`src/rtl/sdc_pkg.sv`:
```
// constants and carrier types for the port capability/control register pair
// assumes byte addressing on a 32-bit avalon-mm register bus
package sdc_pkg;

   // ******************************************************
   // register map (byte addresses)
   // ******************************************************
   localparam logic [7:0] OFS_CAP = 8'hc4;
   localparam logic [7:0] OFS_CTRL = 8'hc8;
   localparam logic [7:0] OFS_EVT_STAT = 8'hd0;
   localparam logic [7:0] OFS_EVT_EN = 8'hd4;
   localparam logic [7:0] OFS_EVT_CLR = 8'hd8;

   // ******************************************************
   // field values and reset values
   // ******************************************************
   localparam logic [2:0] MPS_128 = 3'h0;
   localparam logic [2:0] MPS_256 = 3'h1;
   localparam logic [2:0] MPS_512 = 3'h2;
   localparam logic [2:0] LAT_RESET = 3'h0;
   localparam logic RBER_RESET = 1'b1;
   localparam logic [7:0] SPL_VALUE_RESET = 8'h00;
   localparam logic [1:0] SPL_SCALE_RESET = 2'h0;
   localparam logic [2:0] MRRS_FIXED = 3'h0;

   // ******************************************************
   // control word bit positions
   // ******************************************************
   localparam int CTRL_MPS_LSB = 5;
   localparam int CTRL_AUX_BIT = 10;

   // ******************************************************
   // event bits and timing
   // ******************************************************
   localparam int EVT_W = 5;
   localparam int EVT_SPL_BIT = 4;
   localparam logic [1:0] STRAP_TAKE_CNT = 2'h2;

   typedef struct packed {
      logic [2:0] mps_sup;
      logic rber;
   } sdc_sideband_t;

   typedef struct packed {
      logic [7:0] value;
      logic [1:0] scale;
   } sdc_slot_pwr_t;

endpackage : sdc_pkg

```
`src/rtl/sdc_sync.sv`:
```
// two-flop synchroniser for pin inputs
// assumes the pin is asynchronous to clock_i
`timescale 1ns/1ps
`default_nettype none

module sdc_sync #(
   parameter int W = 1
) (
   // clock and reset
   input wire logic clock_i,
   input wire logic rst_i,
   // pin and synchronised level
   input wire logic [W-1:0] pin_i,
   output logic [W-1:0] sync_o
);

   logic [W-1:0] meta;

   // ******************************************************
   // capture stages
   // ******************************************************
   always_ff @(posedge clock_i) begin
      if (rst_i) begin
         meta <= '0;
         sync_o <= '0;
      end else begin
         meta <= pin_i;
         sync_o <= meta;
      end
   end

endmodule : sdc_sync

`default_nettype wire

```
`src/rtl/sdc_irq.sv`:
```
// sticky event status, enable mask and one level interrupt
// assumes event and clear strobes on clock_i
`timescale 1ns/1ps
`default_nettype none

module sdc_irq #(
   parameter int N = 5
) (
   // clock and reset
   input wire logic clock_i,
   input wire logic rst_i,
   // events and software access
   input wire logic [N-1:0] event_i,
   input wire logic [N-1:0] clear_i,
   input wire logic en_we_i,
   input wire logic [N-1:0] en_data_i,
   // state
   output logic [N-1:0] status_o,
   output logic [N-1:0] enable_o,
   output logic irq_o
);

   logic [N-1:0] next_status;

   // set wins over a clear in the same cycle
   always_comb begin
      next_status = (status_o & ~clear_i) | event_i;
   end

   always_ff @(posedge clock_i) begin
      if (rst_i) begin
         status_o <= '0;
      end else begin
         status_o <= next_status;
      end
   end

   always_ff @(posedge clock_i) begin
      if (rst_i) begin
         enable_o <= '0;
      end else if (en_we_i) begin
         enable_o <= en_data_i;
      end
   end

   always_ff @(posedge clock_i) begin
      if (rst_i) begin
         irq_o <= 1'b0;
      end else begin
         irq_o <= |(next_status & (en_we_i ? en_data_i : enable_o));
      end
   end

endmodule : sdc_irq

`default_nettype wire

```
`src/rtl/sdc_regs.sv`:
```
// port capability and control registers behind an avalon-mm slave
// assumes one master, side-band and message strobes on clock_i, strap pin asynchronous
`timescale 1ns/1ps
`default_nettype none

// Function
// (RULE1) payload capability codes 128/256/512, others reserved
// (RULE2) strap selects 256 or 512 at reset
// (RULE3) side-band loader overrides payload capability
// (RULE4) phantom functions field reads zero
// (RULE5) extended tag supported reads zero
// (RULE6) acceptable latency fields read zero
// (RULE7) role-based error bit resets one, loader-overridable
// (RULE8) upstream captures slot power value, else zero
// (RULE9) upstream captures slot power scale, else zero
// (RULE10) four error reporting enables, reset zero
// (RULE11) relaxed ordering, no snoop read zero
// (RULE12) payload setting read-write, reset zero
// (RULE13) oversize payload setting clamps to capability
// (RULE14) extended tag, phantom enables read zero
// (RULE15) auxiliary power enable read-write, reset zero
// (RULE16) read request size hardwired zero
// (RULE17) error flags set regardless of enables
// (RULE18) reserved bits read zero, writes ignored
module sdc_regs #(
   parameter int ADDR_W = 8,
   parameter logic IS_UPSTREAM = 1'b1
) (
   // clock and reset
   input wire logic clock_i,
   input wire logic rst_i,
   // avalon-mm slave
   input wire logic [ADDR_W-1:0] avs_address_i,
   input wire logic avs_read_i,
   input wire logic avs_write_i,
   input wire logic [31:0] avs_writedata_i,
   input wire logic [3:0] avs_byteenable_i,
   output logic [31:0] avs_readdata_o,
   output logic avs_waitrequest_o,
   // strap and side-band loader
   input wire logic large_body_strap_i,
   input wire logic sb_load_i,
   input wire sdc_pkg::sdc_sideband_t sb_data_i,
   // slot power message
   input wire logic spl_valid_i,
   input wire sdc_pkg::sdc_slot_pwr_t spl_data_i,
   // error events
   input wire logic [3:0] err_event_i,
   // control outputs
   output logic [3:0] err_report_o,
   output logic [2:0] mps_o,
   output logic aux_pwr_en_o,
   output logic irq_o
);

   // ******************************************************
   // declarations
   // ******************************************************
   logic [2:0] mps_sup;
   logic rber;
   sdc_pkg::sdc_slot_pwr_t spl;
   logic [3:0] err_en;
   logic strap_sync;
   logic [1:0] strap_cnt;
   logic strap_take;
   logic req;
   logic wr_fire;
   logic [31:0] cap_word;
   logic [31:0] ctrl_word;
   logic [31:0] next_rdata;
   logic [sdc_pkg::EVT_W-1:0] evt_status;
   logic [sdc_pkg::EVT_W-1:0] evt_enable;
   logic [sdc_pkg::EVT_W-1:0] evt_clear;
   logic [sdc_pkg::EVT_W-1:0] evt_in;
   logic evt_en_we;
   logic [2:0] wr_mps;

   function automatic logic hit(input logic [ADDR_W-1:0] a, input logic [7:0] ofs);
      hit = (a == ADDR_W'(ofs));
   endfunction : hit

   function automatic logic sup_code_ok(input logic [2:0] c);
      sup_code_ok = (c <= sdc_pkg::MPS_512);
   endfunction : sup_code_ok

   // ******************************************************
   // strap capture
   // ******************************************************
   sdc_sync #(
      .W(1)
   ) u_strap_sync (
      .clock_i(clock_i),
      .rst_i(rst_i),
      .pin_i(large_body_strap_i),
      .sync_o(strap_sync)
   );

   always_ff @(posedge clock_i) begin
      if (rst_i) begin
         strap_cnt <= 2'h0;
      end else if (strap_cnt != 2'h3) begin
         strap_cnt <= strap_cnt + 2'h1;
      end
   end

   assign strap_take = (strap_cnt == sdc_pkg::STRAP_TAKE_CNT);

   // ******************************************************
   // capability word state
   // ******************************************************
   always_ff @(posedge clock_i) begin
      if (rst_i) begin
         mps_sup <= sdc_pkg::MPS_256;
      end else if (sb_load_i && sup_code_ok(sb_data_i.mps_sup)) begin
         mps_sup <= sb_data_i.mps_sup; // RULE3
      end else if (strap_take) begin
         mps_sup <= strap_sync ? sdc_pkg::MPS_512 : sdc_pkg::MPS_256; // RULE2
      end
   end

   always_ff @(posedge clock_i) begin
      if (rst_i) begin
         rber <= sdc_pkg::RBER_RESET; // RULE7
      end else if (sb_load_i) begin
         rber <= sb_data_i.rber; // RULE7
      end
   end

   always_ff @(posedge clock_i) begin
      if (rst_i) begin
         spl.value <= sdc_pkg::SPL_VALUE_RESET;
         spl.scale <= sdc_pkg::SPL_SCALE_RESET;
      end else if (IS_UPSTREAM && spl_valid_i) begin
         spl.value <= spl_data_i.value; // RULE8
         spl.scale <= spl_data_i.scale; // RULE9
      end
   end

   // RULE1 RULE4 RULE5 RULE6 RULE18
   assign cap_word = {4'h0, spl.scale, spl.value, 2'h0, rber, 3'h0,
                      sdc_pkg::LAT_RESET, sdc_pkg::LAT_RESET, 1'b0, 2'h0, mps_sup};

   // RULE11 RULE14 RULE16 RULE18
   assign ctrl_word = {16'h0, 1'b0, sdc_pkg::MRRS_FIXED, 1'b0, aux_pwr_en_o,
                       2'h0, mps_o, 1'b0, err_en};

   // ******************************************************
   // avalon handshake
   // ******************************************************
   assign req = avs_read_i || avs_write_i;
   assign wr_fire = avs_write_i && !avs_waitrequest_o;

   always_ff @(posedge clock_i) begin
      if (rst_i) begin
         avs_waitrequest_o <= 1'b1;
      end else if (!avs_waitrequest_o) begin
         avs_waitrequest_o <= 1'b1;
      end else if (req) begin
         avs_waitrequest_o <= 1'b0;
      end
   end

   always_comb begin
      next_rdata = 32'h0;
      if (hit(avs_address_i, sdc_pkg::OFS_CAP)) begin
         next_rdata = cap_word;
      end else if (hit(avs_address_i, sdc_pkg::OFS_CTRL)) begin
         next_rdata = ctrl_word;
      end else if (hit(avs_address_i, sdc_pkg::OFS_EVT_STAT)) begin
         next_rdata = {{(32 - sdc_pkg::EVT_W){1'b0}}, evt_status};
      end else if (hit(avs_address_i, sdc_pkg::OFS_EVT_EN)) begin
         next_rdata = {{(32 - sdc_pkg::EVT_W){1'b0}}, evt_enable};
      end
   end

   always_ff @(posedge clock_i) begin
      if (rst_i) begin
         avs_readdata_o <= 32'h0;
      end else if (avs_read_i && avs_waitrequest_o) begin
         avs_readdata_o <= next_rdata;
      end
   end

   // ******************************************************
   // control word writes
   // ******************************************************
   assign wr_mps = avs_writedata_i[sdc_pkg::CTRL_MPS_LSB +: 3];

   always_ff @(posedge clock_i) begin
      if (rst_i) begin
         err_en <= 4'h0; // RULE10
         mps_o <= sdc_pkg::MPS_128; // RULE12
      end else if (wr_fire && hit(avs_address_i, sdc_pkg::OFS_CTRL) && avs_byteenable_i[0]) begin
         err_en <= avs_writedata_i[3:0]; // RULE10
         mps_o <= (wr_mps > mps_sup) ? mps_sup : wr_mps; // RULE12 RULE13
      end
   end

   always_ff @(posedge clock_i) begin
      if (rst_i) begin
         aux_pwr_en_o <= 1'b0; // RULE15
      end else if (wr_fire && hit(avs_address_i, sdc_pkg::OFS_CTRL) && avs_byteenable_i[1]) begin
         aux_pwr_en_o <= avs_writedata_i[sdc_pkg::CTRL_AUX_BIT]; // RULE15
      end
   end

   // ******************************************************
   // error reporting and events
   // ******************************************************
   always_ff @(posedge clock_i) begin
      if (rst_i) begin
         err_report_o <= 4'h0;
      end else begin
         err_report_o <= err_event_i & err_en; // RULE10
      end
   end

   // RULE17
   assign evt_in = {IS_UPSTREAM && spl_valid_i, err_event_i};
   assign evt_clear = (wr_fire && hit(avs_address_i, sdc_pkg::OFS_EVT_CLR) && avs_byteenable_i[0])
                      ? avs_writedata_i[sdc_pkg::EVT_W-1:0] : '0;
   assign evt_en_we = wr_fire && hit(avs_address_i, sdc_pkg::OFS_EVT_EN) && avs_byteenable_i[0];

   sdc_irq #(
      .N(sdc_pkg::EVT_W)
   ) u_irq (
      .clock_i(clock_i),
      .rst_i(rst_i),
      .event_i(evt_in),
      .clear_i(evt_clear),
      .en_we_i(evt_en_we),
      .en_data_i(avs_writedata_i[sdc_pkg::EVT_W-1:0]),
      .status_o(evt_status),
      .enable_o(evt_enable),
      .irq_o(irq_o)
   );

   logic rd_cap_done;
   logic rd_ctrl_done;
   logic ctrl_lo_wr;
   assign rd_cap_done = avs_read_i && !avs_waitrequest_o && hit(avs_address_i, sdc_pkg::OFS_CAP);
   assign rd_ctrl_done = avs_read_i && !avs_waitrequest_o && hit(avs_address_i, sdc_pkg::OFS_CTRL);
   assign ctrl_lo_wr = wr_fire && hit(avs_address_i, sdc_pkg::OFS_CTRL) && avs_byteenable_i[0];
endmodule : sdc_regs

`default_nettype wire

```
`config.mk`:
```
export PLATFORM = sky130hd
export DESIGN_NAME = sdc_regs
export DESIGN_NICKNAME = d
export VERILOG_FILES = /design/src/rtl/sdc_pkg.sv /design/src/rtl/sdc_sync.sv /design/src/rtl/sdc_irq.sv /design/src/rtl/sdc_regs.sv
export SDC_FILE = /design/constraint.sdc
export NUM_CORES = 1
export LEC_CHECK = 0
export BUFFER_PORTS_ARGS = -buffer_cell sky130_fd_sc_hd__buf_2
export CAP_MARGIN = 20
export CORE_MARGIN = 1.5
export CORE_UTILIZATION = 38
export DETAILED_ROUTE_END_ITERATION = 7
export PLACE_DENSITY = 0.7
export SYNTH_ARGS = -nofsm -noshare
export SYNTH_HDL_FRONTEND = slang
export SYNTH_SLANG_ARGS = --single-unit
```
`constraint.sdc`:
```
create_clock -name clock_i -period 2.3 [get_ports clock_i]
set_input_delay 0.115 -clock clock_i [delete_from_list [all_inputs] [get_ports clock_i]]
set_output_delay 0.115 -clock clock_i [all_outputs]
set_load 0.02 [all_outputs]
```
==> flow_summary.json <==
{
  "critPathMaxFanout": 7,
  "vias": 2270,
  "die_w_um": 86.25,
  "clock_sinks": 62,
  "yosysWarnings": 0,
  "status": "completed",
  "clock.fmax_mhz": 506.6,
  "grt_pass1_wl_um": 10060,
  "final_common_cell": "buf_2",
  "fin_nets": 443,
  "grt_usage": 0.1789,
  "drv_cap": 0,
  "tns_ps": 0,
  "hold_start": "err_event_i[1]",
  "mostFrequentLayoutCells": "buf_2, dfxtp_1, nor2_1",
  "whs_ps": 17.65,
  "numCtsBuffers": 9,
  "ys_ff_latch": 62,
  "worst-setup-path-type": "register to register",
  "critPathArrivalTime_ps": 2200,
  "cts.root.buffer_cell": "clkbuf_8",
  "seq_area_mm2": 0.001241,
  "highest_layer": "met4",
  "worstPathRequired_ps": 2530,
  "power_density_mw_per_mm2": 751.6,
  "holdPathStages": 3,
  "wl_met2_um": 2941,
  "hold_violations": 0,
  "max-vdd-ir-drop_mv": 0.5235,
  "gp_congestion": 0.8646,
  "ios": 111,
  "grt_start_max_net_pins": 26,
  "antenna_found_initial": 0,
  "whs_endpoint": "u_irq.status_o[1]$_SDFF_PP0_",
  "cts_tree": "yes",
  "regToRegStartpoint": "avs_waitrequest_o$_SDFF_PP1_",
  "relSlewSlack": 0.6067,
  "ant_nets": 0,
  "multi_input_area_mm2": 0.001239,
  "die_area_mm2": 0.007439,
  "clk_latency_ps": 340,
  "drv_slew": 0,
  "grt_pass1_vias": 2181,
  "synth_cells": 287,
  "final-setup-viol-count": 0,
  "hold_path.class": "primary input to register",
  "avgSynthCellArea_um2": 9.177,
  "drt_iter0_drc": 136,
  "area_delta_synth_final_pct": 26.08,
  "route.met3.wl_um": 507,
  "hpwl_um": 4426,
  "min_period_over_period": 0.8582,
  "reg2reg_depth": 5,
  "fp-row-count": 30,
  "htreeDepth": 3,
  "synth_seq_area_share": 0.4713,
  "r2r_slack_ps": 330,
  "drt_pass1_iterations": 4,
  "min_period_ps": 1974,
  "wl_um": 6206,
  "worst_pin_slew_ps": 590.0,
  "worst_setup_path_end_kind": "register",
  "wl_per_cell_um": 13.67,
  "drc": 0,
  "overflow": 0,
  "drive_gt1_frac": 0.2567,
  "clkTransAtPathRegs_ps": 70,
  "rsz0062_at_grt": "no",
  "holdBufCountCts": 9,
  "port_buffers": 73,
  "cts_resized": 0,
  "diodes": 0,
  "initial_core_util": 0.3898,
  "start_kind": "register",
  "core-area_mm2": 0.006756,
  "wl_met1_um": 2671,
  "die_y_um": 86.25,
  "fillCellCount": 657,
  "synth_area_mm2": 0.002634,
  "synth.distinct_cells": 44,
  "finClkSkew_ps": 6.864,
  "regToRegEndpoint": "u_irq.irq_o$_SDFF_PP0_",
  "via_per_inst": 5.000,
  "postCtsSetupBuffers": 0,
  "cts_buffer_depth": 2,
  "p_leak_nw": 1.498
}
[per-layer routing]
layer  track usage  vias to the layer above
met4       0.07038                        0
li1              -                     1136
met3       0.08667                        8
met5             0                        -
met1        0.2018                     1048
met2        0.2921                       78
[report_power, final]
part           total (W)  leakage [nW]  switching, W  internal, W
clock network    0.00110         0.120      0.000404     0.000698
registers        0.00114         0.506     0.0000244      0.00111
logic           0.000257         0.873      0.000151     0.000106
[area by class of cell]
cell class                      count  area share
Timing Repair Buffer               86      0.1469
Tap cell                           80     0.03014
Clock buffer                       13     0.05087
Inverter                            5    0.005652
Multi-Input combinational cell    205      0.3730
Clock inverter                      3     0.01959
Sequential cell                    62      0.3738
[critical path, stage by stage (launching register included)]
cell	delay [ps]
dfxtp_1	350
and3b_1	400
and3_1	400
mux2i_1	300
o22ai_1	120
o31a_1	290
[Yosys cell counts]
cell      count  area share
nand2_1      32       0.046
nand4_1       5       0.012
nor4b_4       1      0.0090
and3b_1       1      0.0033
o21ai_1       1      0.0019
o21ai_0       4      0.0076
nand2b_1      1      0.0024
and3_1        7       0.017
nor2b_1       3      0.0071
a21oi_1      29       0.055
buf_2         2      0.0038
nor4_1        2      0.0047
or4b_1        2      0.0076
nor2_1       43       0.061
o31a_1        1      0.0033
clkbuf_1      6      0.0086
nor4b_2       1      0.0057
or2_1         1      0.0024
conb_1        1      0.0014
and4b_4       1      0.0052
and4bb_2      1      0.0047
a22oi_1       5       0.014
a21oi_2       1      0.0033
inv_1         5      0.0071
o22ai_1       2      0.0047
a211oi_1      3      0.0086
buf_12        1      0.0076
buf_4        12       0.034
and2_1        4      0.0095
nand3_1       1      0.0019
buf_6         2      0.0086
dfxtp_1      62        0.47
a32oi_1       1      0.0033
o211ai_1      1      0.0029
and2_0        1      0.0024
o32a_1        1      0.0038
nand4b_1      1      0.0033
buf_1         3      0.0043
mux2i_1      24       0.091
ha_1          5       0.024
a221o_1       4       0.015
o21a_1        1      0.0029
a22o_1        1      0.0033
xor2_1        1      0.0033
[metrics by stage]
step	worst slack, ps	util	area, um2	std cells	power, W
finish	326.2	0.4915	3321	454	0.002496
global route	174.8	0.4915	3321	454	0.002611
CTS	317.2	0.4900	3311	453	0.002525
detailed placement	356.6	0.4420	2987	428	0.001404
global placement	396.0	0.4420	2987	428	0.001393
floorplan	562.2	-	2675	298	0.001329
[registers in the layout (all words and copies together), names as in the netlist]
name / count
mps_o: 3
u_irq.irq_o: 1
rber: 1
cap_word: 10
err_report_o: 4
aux_pwr_en_o: 1
strap_cnt: 2
avs_readdata_o: 20
err_en: 4
avs_waitrequest_o: 1
u_irq.enable_o: 5
mps_sup: 3
u_strap_sync.sync_o: 1
u_irq.status_o: 5
u_strap_sync.meta: 1
[worst max path at each step]
stage                                            start  cells after the start                     end  slack, ps
after CTS                 avs_waitrequest_o$_SDFF_PP1_                      5  u_irq.irq_o$_SDFF_PP0_        320
after global routing      avs_waitrequest_o$_SDFF_PP1_                      5  u_irq.irq_o$_SDFF_PP0_        170
after floorplan           avs_waitrequest_o$_SDFF_PP1_                      7  u_irq.irq_o$_SDFF_PP0_        560
final                     avs_waitrequest_o$_SDFF_PP1_                      5  u_irq.irq_o$_SDFF_PP0_        330
after detailed placement  avs_waitrequest_o$_SDFF_PP1_                      5  u_irq.irq_o$_SDFF_PP0_        360
after global placement    avs_waitrequest_o$_SDFF_PP1_                      5  u_irq.irq_o$_SDFF_PP0_        400
[logic make-up (layout without fill, tap and decap cells)]
group / Yosys count / count (layout) / synth area share
AO/OA/AOI/OAI: 55 / 55 / 0.1302
buffers and inverters: 31 / 107 / 0.07411
other: 1 / 12 / 0.001424
XOR/XNOR: 1 / 1 / 0.003326
multiplexers: 24 / 24 / 0.09121
AND/OR/NAND/NOR: 108 / 108 / 0.2047
adder cells (fa/ha/maj): 5 / 5 / 0.02375
flip-flops: 62 / 62 / 0.4713
Power figures use the tool's default switching activity.
